[config.mk]
export PLATFORM = sky130hd
export DESIGN_NAME = tx_command_frame_extractor
export DESIGN_NICKNAME = d
export VERILOG_FILES = /design/src/placeholder_end.sv /design/src/tx_frame_pkg.sv /design/src/tx_command_frame_extractor.sv /design/src/lane_mask.sv /design/src/entry_fifo.sv
export SDC_FILE = /design/constraint.sdc
export NUM_CORES = 1
export LEC_CHECK = 0
export BUFFER_PORTS_ARGS = -buffer_cell sky130_fd_sc_hd__buf_4
export CAP_MARGIN = 10
export CORE_MARGIN = 2
export CORE_UTILIZATION = 65
export DETAILED_ROUTE_END_ITERATION = 12
export GPL_TIMING_DRIVEN = 0
export PLACE_DENSITY = 0.92
export SETUP_SLACK_MARGIN = 0.05
export SLEW_MARGIN = 0
export SYNTH_ARGS = -nofsm -noshare
export SYNTH_HDL_FRONTEND = slang
export SYNTH_SLANG_ARGS = --single-unit
[constraint.sdc]
create_clock -name clk -period 5.75 [get_ports clk]
set_input_delay 1.4375 -clock clk [delete_from_list [all_inputs] [get_ports clk]]
set_output_delay 1.4375 -clock clk [all_outputs]
set_load 0.005 [all_outputs]
[src/placeholder_end.sv]
// Purpose: none
// Assumes: none
// Notes:   none

[src/tx_frame_pkg.sv]
// Purpose: shared constants and types for the transmit command frame extractor
// Assumes: 32-bit words from the transmit data FIFO, low byte in bits 7:0
// Notes:   bit positions of both command words and the parser states live here

package tx_frame_pkg;

  // ==========================================================================
  // word geometry
  localparam int unsigned WORD_W         = 32;
  localparam int unsigned LANES          = 4;
  localparam int unsigned LEN_W          = 11;
  localparam logic [2:0]  BYTES_PER_WORD = 3'h4;
  localparam int unsigned MIN_FRAME_BYTES = 64;

  // ==========================================================================
  // first command word fields
  localparam int unsigned OFS_MSB      = 17;
  localparam int unsigned OFS_LSB      = 16;
  localparam int unsigned FIRST_SEG_BIT = 13;
  localparam int unsigned LAST_SEG_BIT  = 12;
  localparam int unsigned BUF_SIZE_MSB = 10;

  // ==========================================================================
  // second command word fields
  localparam int unsigned CHECKSUM_REQ_BIT = 14;
  localparam int unsigned CRC_OFF_BIT   = 13;
  localparam int unsigned PAD_OFF_BIT   = 12;
  localparam int unsigned FRAME_LEN_MSB = 10;
  // bits that must repeat in every buffer: 13, 12 and 10:0
  localparam logic [31:0] CMD_B_MATCH_MASK = 32'h0000_37ff;

  // ==========================================================================
  // output entry layout: {chk, crc_add, pad_en, sof, eof, be, data}
  localparam int unsigned ENTRY_W    = WORD_W + LANES + 5;
  localparam int unsigned FIFO_DEPTH = 4;

  // ==========================================================================
  // parser states
  typedef enum logic [1:0] {
    ST_CMD_A,
    ST_CMD_B,
    ST_DATA,
    ST_HALT
  } parse_state_t;

endpackage : tx_frame_pkg

[src/tx_command_frame_extractor.sv]
// Purpose: read side of the transmit FIFO; strips both command words, checks
//          them, and forwards frame words with byte enables to the MAC side
// Assumes: source words arrive in buffer order; inputs synchronous to clk
// Notes:   any command error stops the parser until reset

`timescale 1ns/10ps
`default_nettype none

// Contract
// RULE1: checksum only with request, first segment, enable
// RULE2: host sets checksum request in first buffer
// RULE3: crc suppression bit stops crc append
// RULE4: pad suppression bit stops short frame padding
// RULE5: pad suppression always keeps the crc
// RULE6: host puts frame byte count in bits 10:0
// RULE7: length mismatch sets transmitter error flag
// RULE8: frame length bounds bytes moved to mac
// RULE9: last word byte enables drop trailing bytes
// RULE10: payload starts after the two command words
// RULE11: start offset picks first valid byte lane
// RULE12: bytes contiguous, unused tail bytes discarded
// RULE13: host sends first command word with fields
// RULE14: second command word must match across buffers
// RULE15: reserved command bits are ignored
module tx_command_frame_extractor
  import tx_frame_pkg::*;
#(
  parameter int unsigned DEPTH = FIFO_DEPTH
) (
  // clock and reset
  input  wire logic              clk,
  input  wire logic              rst_b,
  // configuration
  input  wire logic              tx_checksum_engine_enable,
  // transmit data FIFO read side
  input  wire logic              src_valid,
  input  wire logic [WORD_W-1:0] src_data,
  output logic                   src_ready,
  // mac transmit layer
  output logic                   mac_valid,
  output logic      [WORD_W-1:0] mac_data,
  output logic      [LANES-1:0]  mac_byte_en,
  output logic                   mac_sof,
  output logic                   mac_eof,
  output logic                   mac_checksum,
  output logic                   mac_crc_add,
  output logic                   mac_pad_en,
  input  wire logic              mac_ready,
  // status
  output logic                   transmitter_error_flag
);

  generate
    if (DEPTH < 2) begin : g_bad_depth
      $error("tx_command_frame_extractor needs DEPTH >= 2");
    end
  endgenerate

  // ==========================================================================
  // parser state
  typedef struct packed {
    parse_state_t     state;
    logic [1:0]       ofs;
    logic             first_seg;
    logic             last_seg;
    logic [LEN_W-1:0] buf_rem;
    logic [LEN_W-1:0] frame_rem;
    logic             in_frame;
    logic             sof_pend;
    logic [31:0]      cmd_b;
    logic             chk;
    logic             crc_add;
    logic             pad_en;
    logic             tx_err;
  } parse_reg_t;

  parse_reg_t       st_reg;
  parse_reg_t       st_next;

  logic             take;
  logic             push;
  logic             err;
  logic [LEN_W-1:0] rem_now;
  logic [2:0]       avail;
  logic [2:0]       cnt;
  logic [LANES-1:0] be;
  logic             eof;
  logic [ENTRY_W-1:0] push_entry;
  logic [ENTRY_W-1:0] head_entry;

  assign take = src_valid && src_ready;

  // bytes of this word that belong to the buffer
  assign avail = BYTES_PER_WORD - {1'b0, st_reg.ofs};  // RULE11
  assign cnt   = (st_reg.buf_rem < LEN_W'(avail)) ? st_reg.buf_rem[2:0] : avail;  // RULE12
  assign eof   = (st_reg.frame_rem == LEN_W'(cnt));  // RULE8

  // frame bytes still owed, seen from the second command word of a buffer
  assign rem_now = st_reg.in_frame ? st_reg.frame_rem : src_data[FRAME_LEN_MSB:0];  // RULE6

  lane_mask u_lane_mask (
    .first_lane (st_reg.ofs),
    .lane_count (cnt),
    .byte_en    (be)
  );  // RULE9

  // ==========================================================================
  // command decode and data accounting
  always_comb begin
    st_next = st_reg;
    push    = 1'b0;
    err     = 1'b0;
    case (st_reg.state)
      ST_CMD_A: begin
        if (take) begin
          // reserved bits of the word are never looked at
          st_next.ofs     = src_data[OFS_MSB:OFS_LSB];  // RULE13
          st_next.first_seg = src_data[FIRST_SEG_BIT];
          st_next.last_seg  = src_data[LAST_SEG_BIT];
          st_next.buf_rem = src_data[BUF_SIZE_MSB:0];
          if (src_data[BUF_SIZE_MSB:0] == '0) begin
            err = 1'b1;
          end
          if (!st_reg.in_frame && !src_data[FIRST_SEG_BIT]) begin
            err = 1'b1;
          end
          if (st_reg.in_frame && src_data[FIRST_SEG_BIT]) begin
            err = 1'b1;
          end
          st_next.state = ST_CMD_B;
        end
      end
      ST_CMD_B: begin
        if (take) begin
          if (!st_reg.in_frame) begin
            st_next.cmd_b     = src_data & CMD_B_MATCH_MASK;  // RULE15
            st_next.frame_rem = src_data[FRAME_LEN_MSB:0];
            // request bit honoured from the first buffer only
            st_next.chk       = src_data[CHECKSUM_REQ_BIT] && st_reg.first_seg &&
                                tx_checksum_engine_enable;  // RULE1 RULE2
            st_next.crc_add   = src_data[PAD_OFF_BIT] || !src_data[CRC_OFF_BIT];  // RULE3 RULE5
            st_next.pad_en    = !src_data[PAD_OFF_BIT];  // RULE4
            st_next.sof_pend  = 1'b1;
            st_next.in_frame  = 1'b1;
          end else if (((src_data ^ st_reg.cmd_b) & CMD_B_MATCH_MASK) != '0) begin
            err = 1'b1;  // RULE14
          end
          // buffer sizes must add up exactly to the frame length
          if (st_reg.buf_rem > rem_now) begin
            err = 1'b1;  // RULE7
          end
          if (st_reg.buf_rem < rem_now && st_reg.last_seg) begin
            err = 1'b1;  // RULE7
          end
          if (st_reg.buf_rem == rem_now && !st_reg.last_seg) begin
            err = 1'b1;  // RULE7
          end
          st_next.state = ST_DATA;  // RULE10
        end
      end
      ST_DATA: begin
        if (take) begin
          push              = 1'b1;
          st_next.buf_rem   = st_reg.buf_rem - LEN_W'(cnt);
          st_next.frame_rem = st_reg.frame_rem - LEN_W'(cnt);  // RULE8
          st_next.ofs       = 2'h0;
          st_next.sof_pend  = 1'b0;
          if (st_reg.buf_rem == LEN_W'(cnt)) begin
            // rest of the word is alignment filler and is dropped
            st_next.state = ST_CMD_A;  // RULE12
            if (eof) begin
              st_next.in_frame = 1'b0;
            end
          end
        end
      end
      ST_HALT: begin
        // out of sync: swallow everything until reset
        st_next.state = ST_HALT;
      end
      default: begin
        st_next.state = ST_HALT;
      end
    endcase
    if (err) begin
      st_next.state = ST_HALT;
      st_next.tx_err = 1'b1;  // RULE7 RULE14
    end
  end

  always_ff @(posedge clk or negedge rst_b) begin
    if (!rst_b) begin
      st_reg       <= '0;
      st_reg.state <= ST_CMD_A;
    end else begin
      st_reg <= st_next;
    end
  end

  // ==========================================================================
  // output buffering; its ready throttles the source in every state
  assign push_entry = {st_reg.chk, st_reg.crc_add, st_reg.pad_en,
                       st_reg.sof_pend, eof, be, src_data};  // RULE9

  entry_fifo #(
    .WIDTH (ENTRY_W),
    .DEPTH (DEPTH)
  ) u_entry_fifo (
    .clk       (clk),
    .rst_b     (rst_b),
    .in_valid  (push),
    .in_data   (push_entry),
    .in_ready  (src_ready),
    .out_valid (mac_valid),
    .out_data  (head_entry),
    .out_ready (mac_ready)
  );

  assign mac_data     = head_entry[WORD_W-1:0];
  assign mac_byte_en  = head_entry[WORD_W +: LANES];
  assign mac_eof      = head_entry[WORD_W + LANES];
  assign mac_sof      = head_entry[WORD_W + LANES + 1];
  assign mac_pad_en   = head_entry[WORD_W + LANES + 2];
  assign mac_crc_add  = head_entry[WORD_W + LANES + 3];
  assign mac_checksum = head_entry[WORD_W + LANES + 4];

  assign transmitter_error_flag = st_reg.tx_err;

endmodule : tx_command_frame_extractor

`default_nettype wire

[src/lane_mask.sv]
// Purpose: byte enable mask for one data word
// Assumes: offset plus count never passes the top lane
// Notes:   purely combinational, one term per lane

`timescale 1ns/10ps
`default_nettype none

module lane_mask
  import tx_frame_pkg::*;
(
  // selection
  input  wire logic [1:0]       first_lane,
  input  wire logic [2:0]       lane_count,
  // mask
  output logic      [LANES-1:0] byte_en
);

  logic [2:0] end_lane;

  assign end_lane = {1'b0, first_lane} + lane_count;

  // ==========================================================================
  // per-lane enable
  genvar i;
  generate
    for (i = 0; i < LANES; i++) begin : g_lane
      assign byte_en[i] = (3'(i) >= {1'b0, first_lane}) && (3'(i) < end_lane);
    end
  endgenerate

endmodule : lane_mask

`default_nettype wire

[src/entry_fifo.sv]
// Purpose: small shift-register FIFO between the parser and the MAC side
// Assumes: one clock, push and pop may share a cycle
// Notes:   head entry and both handshakes come straight from flip-flops

`timescale 1ns/10ps
`default_nettype none

module entry_fifo #(
  parameter int unsigned WIDTH = 8,
  parameter int unsigned DEPTH = 4
) (
  // clock and reset
  input  wire logic             clk,
  input  wire logic             rst_b,
  // fill side
  input  wire logic             in_valid,
  input  wire logic [WIDTH-1:0] in_data,
  output logic                  in_ready,
  // drain side
  output logic                  out_valid,
  output logic      [WIDTH-1:0] out_data,
  input  wire logic             out_ready
);

  generate
    if (DEPTH < 2 || WIDTH < 1) begin : g_bad_param
      $error("entry_fifo needs DEPTH >= 2 and WIDTH >= 1");
    end
  endgenerate

  typedef struct packed {
    logic [DEPTH-1:0][WIDTH-1:0] mem;
    logic [DEPTH-1:0]            vld;
    logic                        rdy;
  } fifo_state_t;

  fifo_state_t st_reg;
  fifo_state_t st_next;
  logic        placed;

  // ==========================================================================
  // next state: shift on pop, then drop the new word into the lowest hole
  always_comb begin
    st_next = st_reg;
    placed  = 1'b0;
    if (st_reg.vld[0] && out_ready) begin
      for (int i = 0; i < DEPTH - 1; i++) begin
        st_next.mem[i] = st_reg.mem[i+1];
        st_next.vld[i] = st_reg.vld[i+1];
      end
      st_next.vld[DEPTH-1] = 1'b0;
    end
    if (in_valid && st_reg.rdy) begin
      for (int i = 0; i < DEPTH; i++) begin
        if (!placed && !st_next.vld[i]) begin
          st_next.mem[i] = in_data;
          st_next.vld[i] = 1'b1;
          placed         = 1'b1;
        end
      end
    end
    // ready is taken from the state after this cycle, so it never over-admits
    st_next.rdy = !st_next.vld[DEPTH-1];
  end

  always_ff @(posedge clk or negedge rst_b) begin
    if (!rst_b) begin
      st_reg     <= '0;
      st_reg.rdy <= 1'b1;
    end else begin
      st_reg <= st_next;
    end
  end

  assign in_ready  = st_reg.rdy;
  assign out_valid = st_reg.vld[0];
  assign out_data  = st_reg.mem[0];

endmodule : entry_fifo

`default_nettype wire

==> flow_summary.json, run 1 <==
{
  "status": "complete, no violations",
  "hp-class": "reg -> reg",
  "dp_hpwl_um": 19010,
  "synth_area_leaders": "dfrtp_1 (49%), mux2i_1 (12%), nand2_1 (8.6%)",
  "clockBufferDepth": 3,
  "ys_async_sr_fraction_pct": 100.0,
  "fin_cells": 1480,
  "grt_max_degree": 118,
  "port_buffers": 67,
  "via_per_inst": 6.395,
  "wl_per_cell_um": 20.58,
  "die_y_um": 134.1,
  "vias": 9464,
  "p_leak_nw": 6.138,
  "insertion_delay_ns": 0.54,
  "worst-path-buf-inv": 3,
  "end_kind": "register",
  "ys_seq_elements": 216,
  "path_delay_family": "compound AO/OA/AOI/OAI gates",
  "dr.first_iter.drc_count": 1121,
  "min_period_ns": 4.924,
  "nets": 1306,
  "cts_tree": "built",
  "syn_to_final_growth_pct": 14.75,
  "reg2reg_from": "st_reg[62]$_DFFE_PN0P_",
  "clockRootBuffer": "clkbuf_16",
  "cp_max_fo": 6,
  "drtAntennaViolNets": 0,
  "syn_nets": 1213,
  "crit_path_cell_trace": "inv_1 > ha_1 > inv_1 > ha_1 > a21o_1 > a211o_4 > o21ai_0 > ha_1 > inv_1 > fa_1 > nand2b_1 > or3b_2 > a2111oi_0 > a211oi_1 > nand2_1 > o21ai_0",
  "clk_pin_slew_ns": 0.07,
  "yosysSeqAreaShare_pct": 49.13,
  "worst_pin_slew_ns": 1.181,
  "syn_avg_cell_area_sq_um": 9.569,
  "crit_start": "st_reg[62]$_DFFE_PN0P_",
  "routed.top_layer": "met4",
  "required_ns": 6.14,
  "ioPinCount": 81,
  "clock.fmax_mhz": 203.1,
  "grt_overflow": 0,
  "grt_usage_pct": 33.95,
  "dr.pass1.iters": 6,
  "synth_area_sq_um": 11000,
  "initial_core_util_pct": 66.36,
  "synth_top_area_cell": "dfrtp_1",
  "largest_reg_flops": 126,
  "antenna_found_initial": 0,
  "post_cts_buffers": 0,
  "numCtsBuffers": 23,
  "first_global_vias": 9407,
  "ys_types": 55,
  "rsz0062_at_grt": "no",
  "critical-path-max-stage-delay_ns": 0.61,
  "netlist.area_leader.share_pct": 48.89,
  "synth-edff-count": 0,
  "slew_headroom_pct": 20.53,
  "power_density_nw_per_um2": 512.4,
  "rows": 47,
  "dieArea_sq_um": 17990,
  "hp-start": "u_entry_fifo.st_reg[129]$_DFFE_PN0P_",
  "ys.flop_type": "dfrtp_1",
  "cp_slowest_cell": "fa_1",
  "die_w_um": 134.1,
  "syn-instance-count": 1150,
  "synth.yosys.warnings": 0,
  "holdBufCountCts": 0,
  "wl_met1_um": 11280,
  "synth_most_common_cell": "nand2_1",
  "core-area_sq_um": 16580,
  "slew_violations": 0,
  "peakVddDrop_mv": 0.3665,
  "cts_resized": 0,
  "finalSetupViolations": 0,
  "met2WireLength_um": 14790,
  "drive_gt1_share_pct": 14.84,
  "route.detailed.drc": 0,
  "hold_viol": 0,
  "synthTopCellsByCount": "nand2_1 (253), dfrtp_1 (215), o21ai_0 (168), mux2i_1 (128), clkbuf_1 (58)",
  "max_cap_violations": 0,
  "post-route-period-util_pct": 85.63,
  "tns_ns": 0,
  "cts_sinks": 216,
  "met3_length_um": 2721,
  "h-tree-depth": 1,
  "worst-setup-path-type": "reg -> reg",
  "critPathLaunchType": "register",
  "cp.arrival_ns": 5.31,
  "skew_ns": 0.01964,
  "gp_congestion": 0.9284,
  "grt_pass1_wl_um": 48410,
  "post-place-cells": 1438,
  "num_antenna_cells": 0,
  "wirelength_um": 30460
}
[report_power, final]
group	switching, mW	internal, mW
Sequential	0.468	2.15
Clock	0.647	0.907
Combinational	1.29	1.02
[cell usage in the layout, fill, tap and decap left out, types with 6 or more instances in the layout]
cell type,count
nand2_1,253
dfrtp_1,215
o21ai_0,168
mux2i_1,128
buf_4,102
clkbuf_1,59
a21oi_1,29
nor2_1,27
ha_1,23
clkbuf_16,23
mux2_2,22
inv_1,22
nand3_1,17
buf_1,12
a31oi_1,10
xnor2_1,10
buf_2,10
nor4_1,9
clkbuf_8,9
nor3_1,8
xor2_1,8
nand2b_1,8
nand4_1,7
a211oi_1,6
[per-stage QoR]
stage | hold slack [ns] | setup WS [ns] | cell area (sq um) | utilization (%) | power, mW
3_5_place_dp | 0.4623 | 1.170 | 11820 | 71.26 | 4.771
3_3_place_gp | 0.4565 | 1.282 | 11780 | 71.05 | 4.615
4_1_cts | 0.4796 | 0.9902 | 12630 | 76.14 | 6.399
5_1_grt | 0.4899 | 0.6748 | 12630 | 76.14 | 6.779
2_1_floorplan | 0.4450 | 1.848 | 11000 | - | 4.013
6_report | 0.4780 | 0.8260 | 12630 | 76.14 | 6.470
[worst paths after layout]
kind                                                        end  slack [ns]  depth (start not counted)
setup / recovery             u_entry_fifo.st_reg[119]$_DFF_PN0_        0.83                         16
hold / removal             u_entry_fifo.st_reg[129]$_DFFE_PN0P_        0.48                          2
setup reg to reg             u_entry_fifo.st_reg[119]$_DFF_PN0_        0.83                         16
hold reg to reg            u_entry_fifo.st_reg[129]$_DFFE_PN0P_        0.48                          2
max in group asynchronous                st_reg[41]$_DFFE_PN0P_        3.73                          2
min in group asynchronous   u_entry_fifo.out_data[28]$_DFF_PN0_        0.92                          1
[per-layer routing]
metal / up-vias / global-route usage (%)
li1: 4105 / -
met5: - / 0
met4: 0 / 17.43
met3: 159 / 4.762
met1: 4553 / 43.68
met2: 647 / 56.70
[logic make-up after synthesis]
kind of cell             after synthesis  synth area share [%]
AND/OR/NAND/NOR                      350                 13.43
AO/OA/AOI/OAI                        250                 12.60
flip-flops                           216                 49.13
multiplexers                         151                 14.10
buffers and inverters                139                 6.151
adder cells (fa/ha/maj)               26                 3.161
XOR/XNOR                              18                 1.433
[worst min-delay path, cell delays in order (launching register included)]
cell,delay [ns]
dfrtp_1,0.34
nand2_1,0.05
nand2_1,0.06
[area by class of cell]
class	instances	area [sq um]
Sequential cell	216	5406
Multi-Input combinational cell	795	4921
Fill cell	970	3956
Clock buffer	33	703.2
Buffer	117	594.3
Timing Repair Buffer	68	538.0
Tap cell	220	275.3
Clock inverter	9	106.4
Inverter	22	82.58
No activity file was read; power rests on OpenSTA's default activity.
==> run 2, diff against run 1 <==
GPL_TIMING_DRIVEN = default   (was 0)
clock period = 6.3 ns   (was 5.75 ns; I/O delays follow)
==> run 2 against run 1 <==
Routed wire length fell by 13%. Sequential power down 8.4%. Utilization shrank 2.3 points. Sequential share of layout area up 1.4 points. Global-route usage fell by 4.1 points. Die area is the same. Cell count is 6.5% lower. Final area fell by 3.1%. Largest cell class unchanged.
==> flow_summary.json, run 2 (synthesis results as in run 1) <==
{
  "post_cts_buffers": 0,
  "cp.arrival_ns": 5.00,
  "final_area_sq_um": 12240,
  "first_global_vias": 8748,
  "layout_common_cells": "nand2_1 (252), dfrtp_1 (215), o21ai_0 (168)",
  "cts_resized": 0,
  "tns_ns": 0,
  "die_w_um": 134.1,
  "crit_path_cell_trace": "inv_1 > ha_1 > inv_1 > ha_1 > a21o_1 > a211o_4 > o21ai_0 > ha_1 > inv_1 > fa_1 > a211oi_1 > nand2_1 > or3_1 > nor3_1 > a21oi_1 > o22ai_1",
  "cts_sinks": 216,
  "grt_usage_pct": 29.87,
  "cp_slowest_cell": "a211oi_1",
  "cts_tree": "built",
  "nFillCells": 998,
  "cp_max_fo": 6,
  "p_leak_nw": 5.933,
  "port_buffers": 80,
  "end_kind": "register",
  "worst-setup-path-type": "reg -> reg",
  "num_antenna_cells": 0,
  "required_ns": 6.71,
  "critical-path-max-stage-delay_ns": 0.48,
  "clock.fmax_mhz": 218.1,
  "gp_congestion": 0.8957,
  "slew_headroom_pct": 30.03,
  "slew_violations": 0,
  "wl_per_cell_um": 19.04,
  "dr.first_iter.drc_count": 947,
  "critPathLaunchType": "register",
  "largest_reg_flops": 126,
  "grt_overflow": 0,
  "wirelength_um": 26350,
  "clk_pin_slew_ns": 0.06,
  "drive_gt1_share_pct": 14.00,
  "vias": 8803,
  "dp_hpwl_um": 15490,
  "dieArea_sq_um": 17990,
  "route.detailed.drc": 0,
  "rsz0062_at_grt": "no",
  "place_area_sq_um": 11400,
  "finalSetupViolations": 0,
  "h-tree-depth": 1,
  "clockRootBuffer": "clkbuf_16",
  "post-route-period-util_pct": 72.78,
  "grt_max_degree": 126,
  "dr.pass1.iters": 8,
  "drtAntennaViolNets": 0,
  "fin_cells": 1384,
  "via_per_inst": 6.361,
  "power_density_nw_per_um2": 468.2,
  "worst_pin_slew_ns": 1.049,
  "total_power_mw": 5.730,
  "peakVddDrop_mv": 0.2649,
  "multi_input_area_sq_um": 4931,
  "nets": 1211,
  "regArea_sq_um": 5406,
  "rows": 47,
  "ioPinCount": 81,
  "core-area_sq_um": 16580,
  "insertion_delay_ns": 0.51,
  "post-place-cells": 1344,
  "hp-class": "reg -> reg",
  "die_y_um": 134.1,
  "min_period_ns": 4.585,
  "syn_to_final_growth_pct": 11.22,
  "skew_ns": 0.01991,
  "initial_core_util_pct": 66.36,
  "grt_pass1_wl_um": 43680,
  "holdBufCountCts": 0,
  "antenna_found_initial": 0,
  "clockBufferDepth": 3,
  "hold_viol": 0,
  "status": "complete, no violations",
  "numCtsBuffers": 22,
  "max_cap_violations": 0,
  "layout_commonest_cell": "nand2_1"
}
## run 2: final cells by class
cell class              instances  share of cell area [%]
clock buffers                  32                   5.469
well taps                     220                   2.249
flip-flops and latches        216                   44.17
repair buffers                 91                   5.745
inverters                      22                  0.6747
multi-input cells             795                   40.29
clock inverters                 8                   1.401
## run 2: path summary, 6_finish.rpt
| kind | startpoint | to | slack (ns) | cells after the start |
|---|---|---|---|---|
| max | st_reg[62]$_DFFE_PN0P_ | st_reg[48]$_DFFE_PN0P_ | 1.71 | 16 |
| min in group asynchronous | rst_b | u_entry_fifo.st_reg[74]$_DFF_PN0_ | 1.15 | 1 |
| min reg2reg | u_entry_fifo.st_reg[136]$_DFFE_PN0P_ | u_entry_fifo.st_reg[136]$_DFFE_PN0P_ | 0.48 | 2 |
| max in group asynchronous | rst_b | st_reg[64]$_DFFE_PN0P_ | 3.95 | 2 |
| max reg2reg | st_reg[62]$_DFFE_PN0P_ | st_reg[48]$_DFFE_PN0P_ | 1.71 | 16 |
| min | u_entry_fifo.st_reg[136]$_DFFE_PN0P_ | u_entry_fifo.st_reg[136]$_DFFE_PN0P_ | 0.48 | 2 |
## run 2: where the power goes
| part | internal [mW] | total [mW] | switching, mW |
|---|---|---|---|
| registers | 1.96 | 2.39 | 0.436 |
| logic | 0.813 | 1.85 | 1.03 |
| clock network | 0.944 | 1.49 | 0.545 |
| total | 3.71 | 5.73 | 2.02 |
## run 2: layer usage
metal / global-route usage (%) / vias to the layer above / part of all wire, %
li1: - / 3911 / -
met1: 39.97 / 4320 / 40
met2: 49.17 / 476 / 48
met3: 5.329 / 96 / 8.7
met4: 11.52 / 0 / 3.5
met5: 0 / - / 0
## run 2: metrics by stage
stage	worst slack [ns]	util (%)	hold slack, ns
after floorplan	2.398	-	0.4450
after global placement	2.119	68.73	0.4561
after detailed placement	1.913	68.73	0.4617
after CTS	1.825	73.80	0.4775
after global routing	1.394	73.80	0.5008
final	1.715	73.80	0.4755
## run 2: worst max-delay path, delay by kind of cell (launching register included)
| family | cells | cell delay, ns |
|---|---|---|
| AOI/OAI and AO/OA | 6 | 1.71 |
| adders and majority gates | 4 | 1.25 |
| buffers and inverters | 3 | 0.21 |
| DFF | 1 | 0.44 |
| and+or+nand+nor | 3 | 0.88 |
==> run 3, diff against run 2 <==
CORE_UTILIZATION = 55   (was 65)
PLACE_DENSITY = 0.84   (was 0.92)
clock period = 3.8 ns   (was 6.3 ns; I/O delays follow)
==> run 3 against run 2 <==
Critical path depth increased by 1. Die area rose by 18%. Sequential power grew 64%.
==> flow_summary.json, run 3 (synthesis results as in run 1) <==
{
  "numCtsBuffers": 23,
  "cts_sinks": 216,
  "hp-class": "in -> async",
  "drtAntennaViolNets": 0,
  "clk_pin_slew_ns": 0.07,
  "ioPinCount": 81,
  "cp_max_fo": 3,
  "post-route-period-util_pct": 96.18,
  "grt_pass1_wl_um": 41660,
  "reg2regPathDepth": 17,
  "port_buffers": 80,
  "vias": 8377,
  "grt_max_degree": 89,
  "gp_congestion": 0.8810,
  "worst-setup-path-type": "reg -> reg",
  "crit_path_cell_trace": "inv_1 > ha_1 > inv_1 > ha_1 > a21o_1 > a211o_4 > o21ai_4 > buf_4 > ha_1 > inv_1 > fa_1 > a211oi_2 > nand2_1 > or3_1 > nor3_1 > a21oi_1 > o22ai_1",
  "worst_pin_slew_ns": 0.7690,
  "rows": 51,
  "grt_usage_pct": 23.51,
  "nets": 1230,
  "layout_common_cells": "nand2_1 (252), dfrtp_1 (215), o21ai_0 (166)",
  "cp.arrival_ns": 4.07,
  "skew_ns": 0.02106,
  "insertion_delay_ns": 0.51,
  "total_power_mw": 9.189,
  "dr.pass1.iters": 7,
  "min_period_ns": 3.655,
  "num_antenna_cells": 0,
  "die_w_um": 145.5,
  "slew_headroom_pct": 48.59,
  "critical-path-max-stage-delay_ns": 0.42,
  "post-place-cells": 1403,
  "initial_core_util_pct": 56.36,
  "reg2reg_slack_ns": 0.15,
  "cts_tree": "built",
  "rsz0062_at_grt": "yes",
  "peakVddDrop_mv": 0.2689,
  "power_density_nw_per_um2": 738.8,
  "layout_commonest_cell": "nand2_1",
  "grt_overflow": 0,
  "status": "complete, no violations",
  "critPathLaunchType": "register",
  "die_y_um": 145.5,
  "route.detailed.drc": 0,
  "holdBufCountCts": 0,
  "p_leak_nw": 5.992,
  "dieArea_sq_um": 21160,
  "clockBufferDepth": 3,
  "antenna_found_initial": 0,
  "setup_slack_ns": 0.1451,
  "wl_per_cell_um": 17.12,
  "slew_violations": 0,
  "clockRootBuffer": "clkbuf_16",
  "reg2reg_from": "st_reg[62]$_DFFE_PN0P_",
  "hold_viol": 0,
  "finalSetupViolations": 0,
  "cp_slowest_cell": "fa_1",
  "first_global_vias": 8224,
  "clock.fmax_mhz": 273.6,
  "max_cap_violations": 0,
  "core-area_sq_um": 19530,
  "fin_cells": 1448,
  "h-tree-depth": 1,
  "required_ns": 4.21,
  "dr.first_iter.drc_count": 630,
  "via_per_inst": 5.785,
  "drive_gt1_share_pct": 15.64,
  "r2r_end": "st_reg[48]$_DFFE_PN0P_",
  "largest_reg_flops": 126,
  "dp_hpwl_um": 15750,
  "syn_to_final_growth_pct": 13.02,
  "dp_slack_ns": -0.003774,
  "end_kind": "register",
  "wirelength_um": 24780
}
run 3: cell type report:
type	count	area, sq um
clock inverters	9	90.09
repair buffers	109	900.9
well taps	265	331.6
fillers	1503	7089
inverters	22	82.58
multi-input cells	795	4976
clock buffers	32	649.4
flip-flops and latches	216	5406
run 3: worst max-delay path: cells and delay by family (launching register included):
family | cells | cell delay, ns
adder cells (fa/ha/maj) | 4 | 1.14
flip-flops | 1 | 0.35
buffers and inverters | 4 | 0.30
AND/OR/NAND/NOR | 3 | 0.59
AO/OA/AOI/OAI | 6 | 1.19
run 3: power by group:
group	switching, mW	leakage [nW]	internal [mW]
logic	1.66	2.85	1.42
registers	0.685	2.77	3.24
clock network	0.914	0.363	1.27
total	3.26	5.99	5.93
run 3: worst max-delay path by stage:
stage	from	end	slack, ns	cells past startpoint
2_1_floorplan	st_reg[62]$_DFFE_PN0P_	u_entry_fifo.st_reg[119]$_DFF_PN0_	0.07	16
3_3_place_gp	st_reg[63]$_DFFE_PN0P_	u_entry_fifo.st_reg[119]$_DFF_PN0_	0.12	16
3_5_place_dp	st_reg[63]$_DFFE_PN0P_	u_entry_fifo.st_reg[119]$_DFF_PN0_	-0.004	16
4_1_cts	st_reg[63]$_DFFE_PN0P_	u_entry_fifo.st_reg[119]$_DFF_PN0_	0.06	16
5_1_grt	st_reg[62]$_DFFE_PN0P_	st_reg[48]$_DFFE_PN0P_	-0.02	16
6_report	st_reg[62]$_DFFE_PN0P_	st_reg[48]$_DFFE_PN0P_	0.15	17
run 3: layer usage:
layer / GRT usage (%) / vias to the layer above / part of all wire [%]
met5: 0 / - / 0
met4: 6.422 / 0 / 1.9
met3: 3.511 / 46 / 5.9
met2: 38.91 / 284 / 48
met1: 32.66 / 4085 / 44
li1: - / 3962 / -
run 3: what timing repair did:
| item | in CTS | in global routing |
|---|---|---|
| pin swaps | 1 | 5 |
| setup endpoints to repair | 4 | 9 |
| gates resized for setup | 3 | 5 |
| buffers inserted | 1 | 3 |
run 3: through the flow:
step,setup TNS (ns),instance area [sq um],hold WS (ns),util (%)
finish,0,12440,0.4580,63.69
global route,-0.01733,12440,0.4923,63.69
CTS,0,12400,0.4771,63.49
detailed placement,-0.003774,11630,0.4611,59.55
global placement,0,11630,0.4559,59.55
floorplan,0,11010,0.4450,-
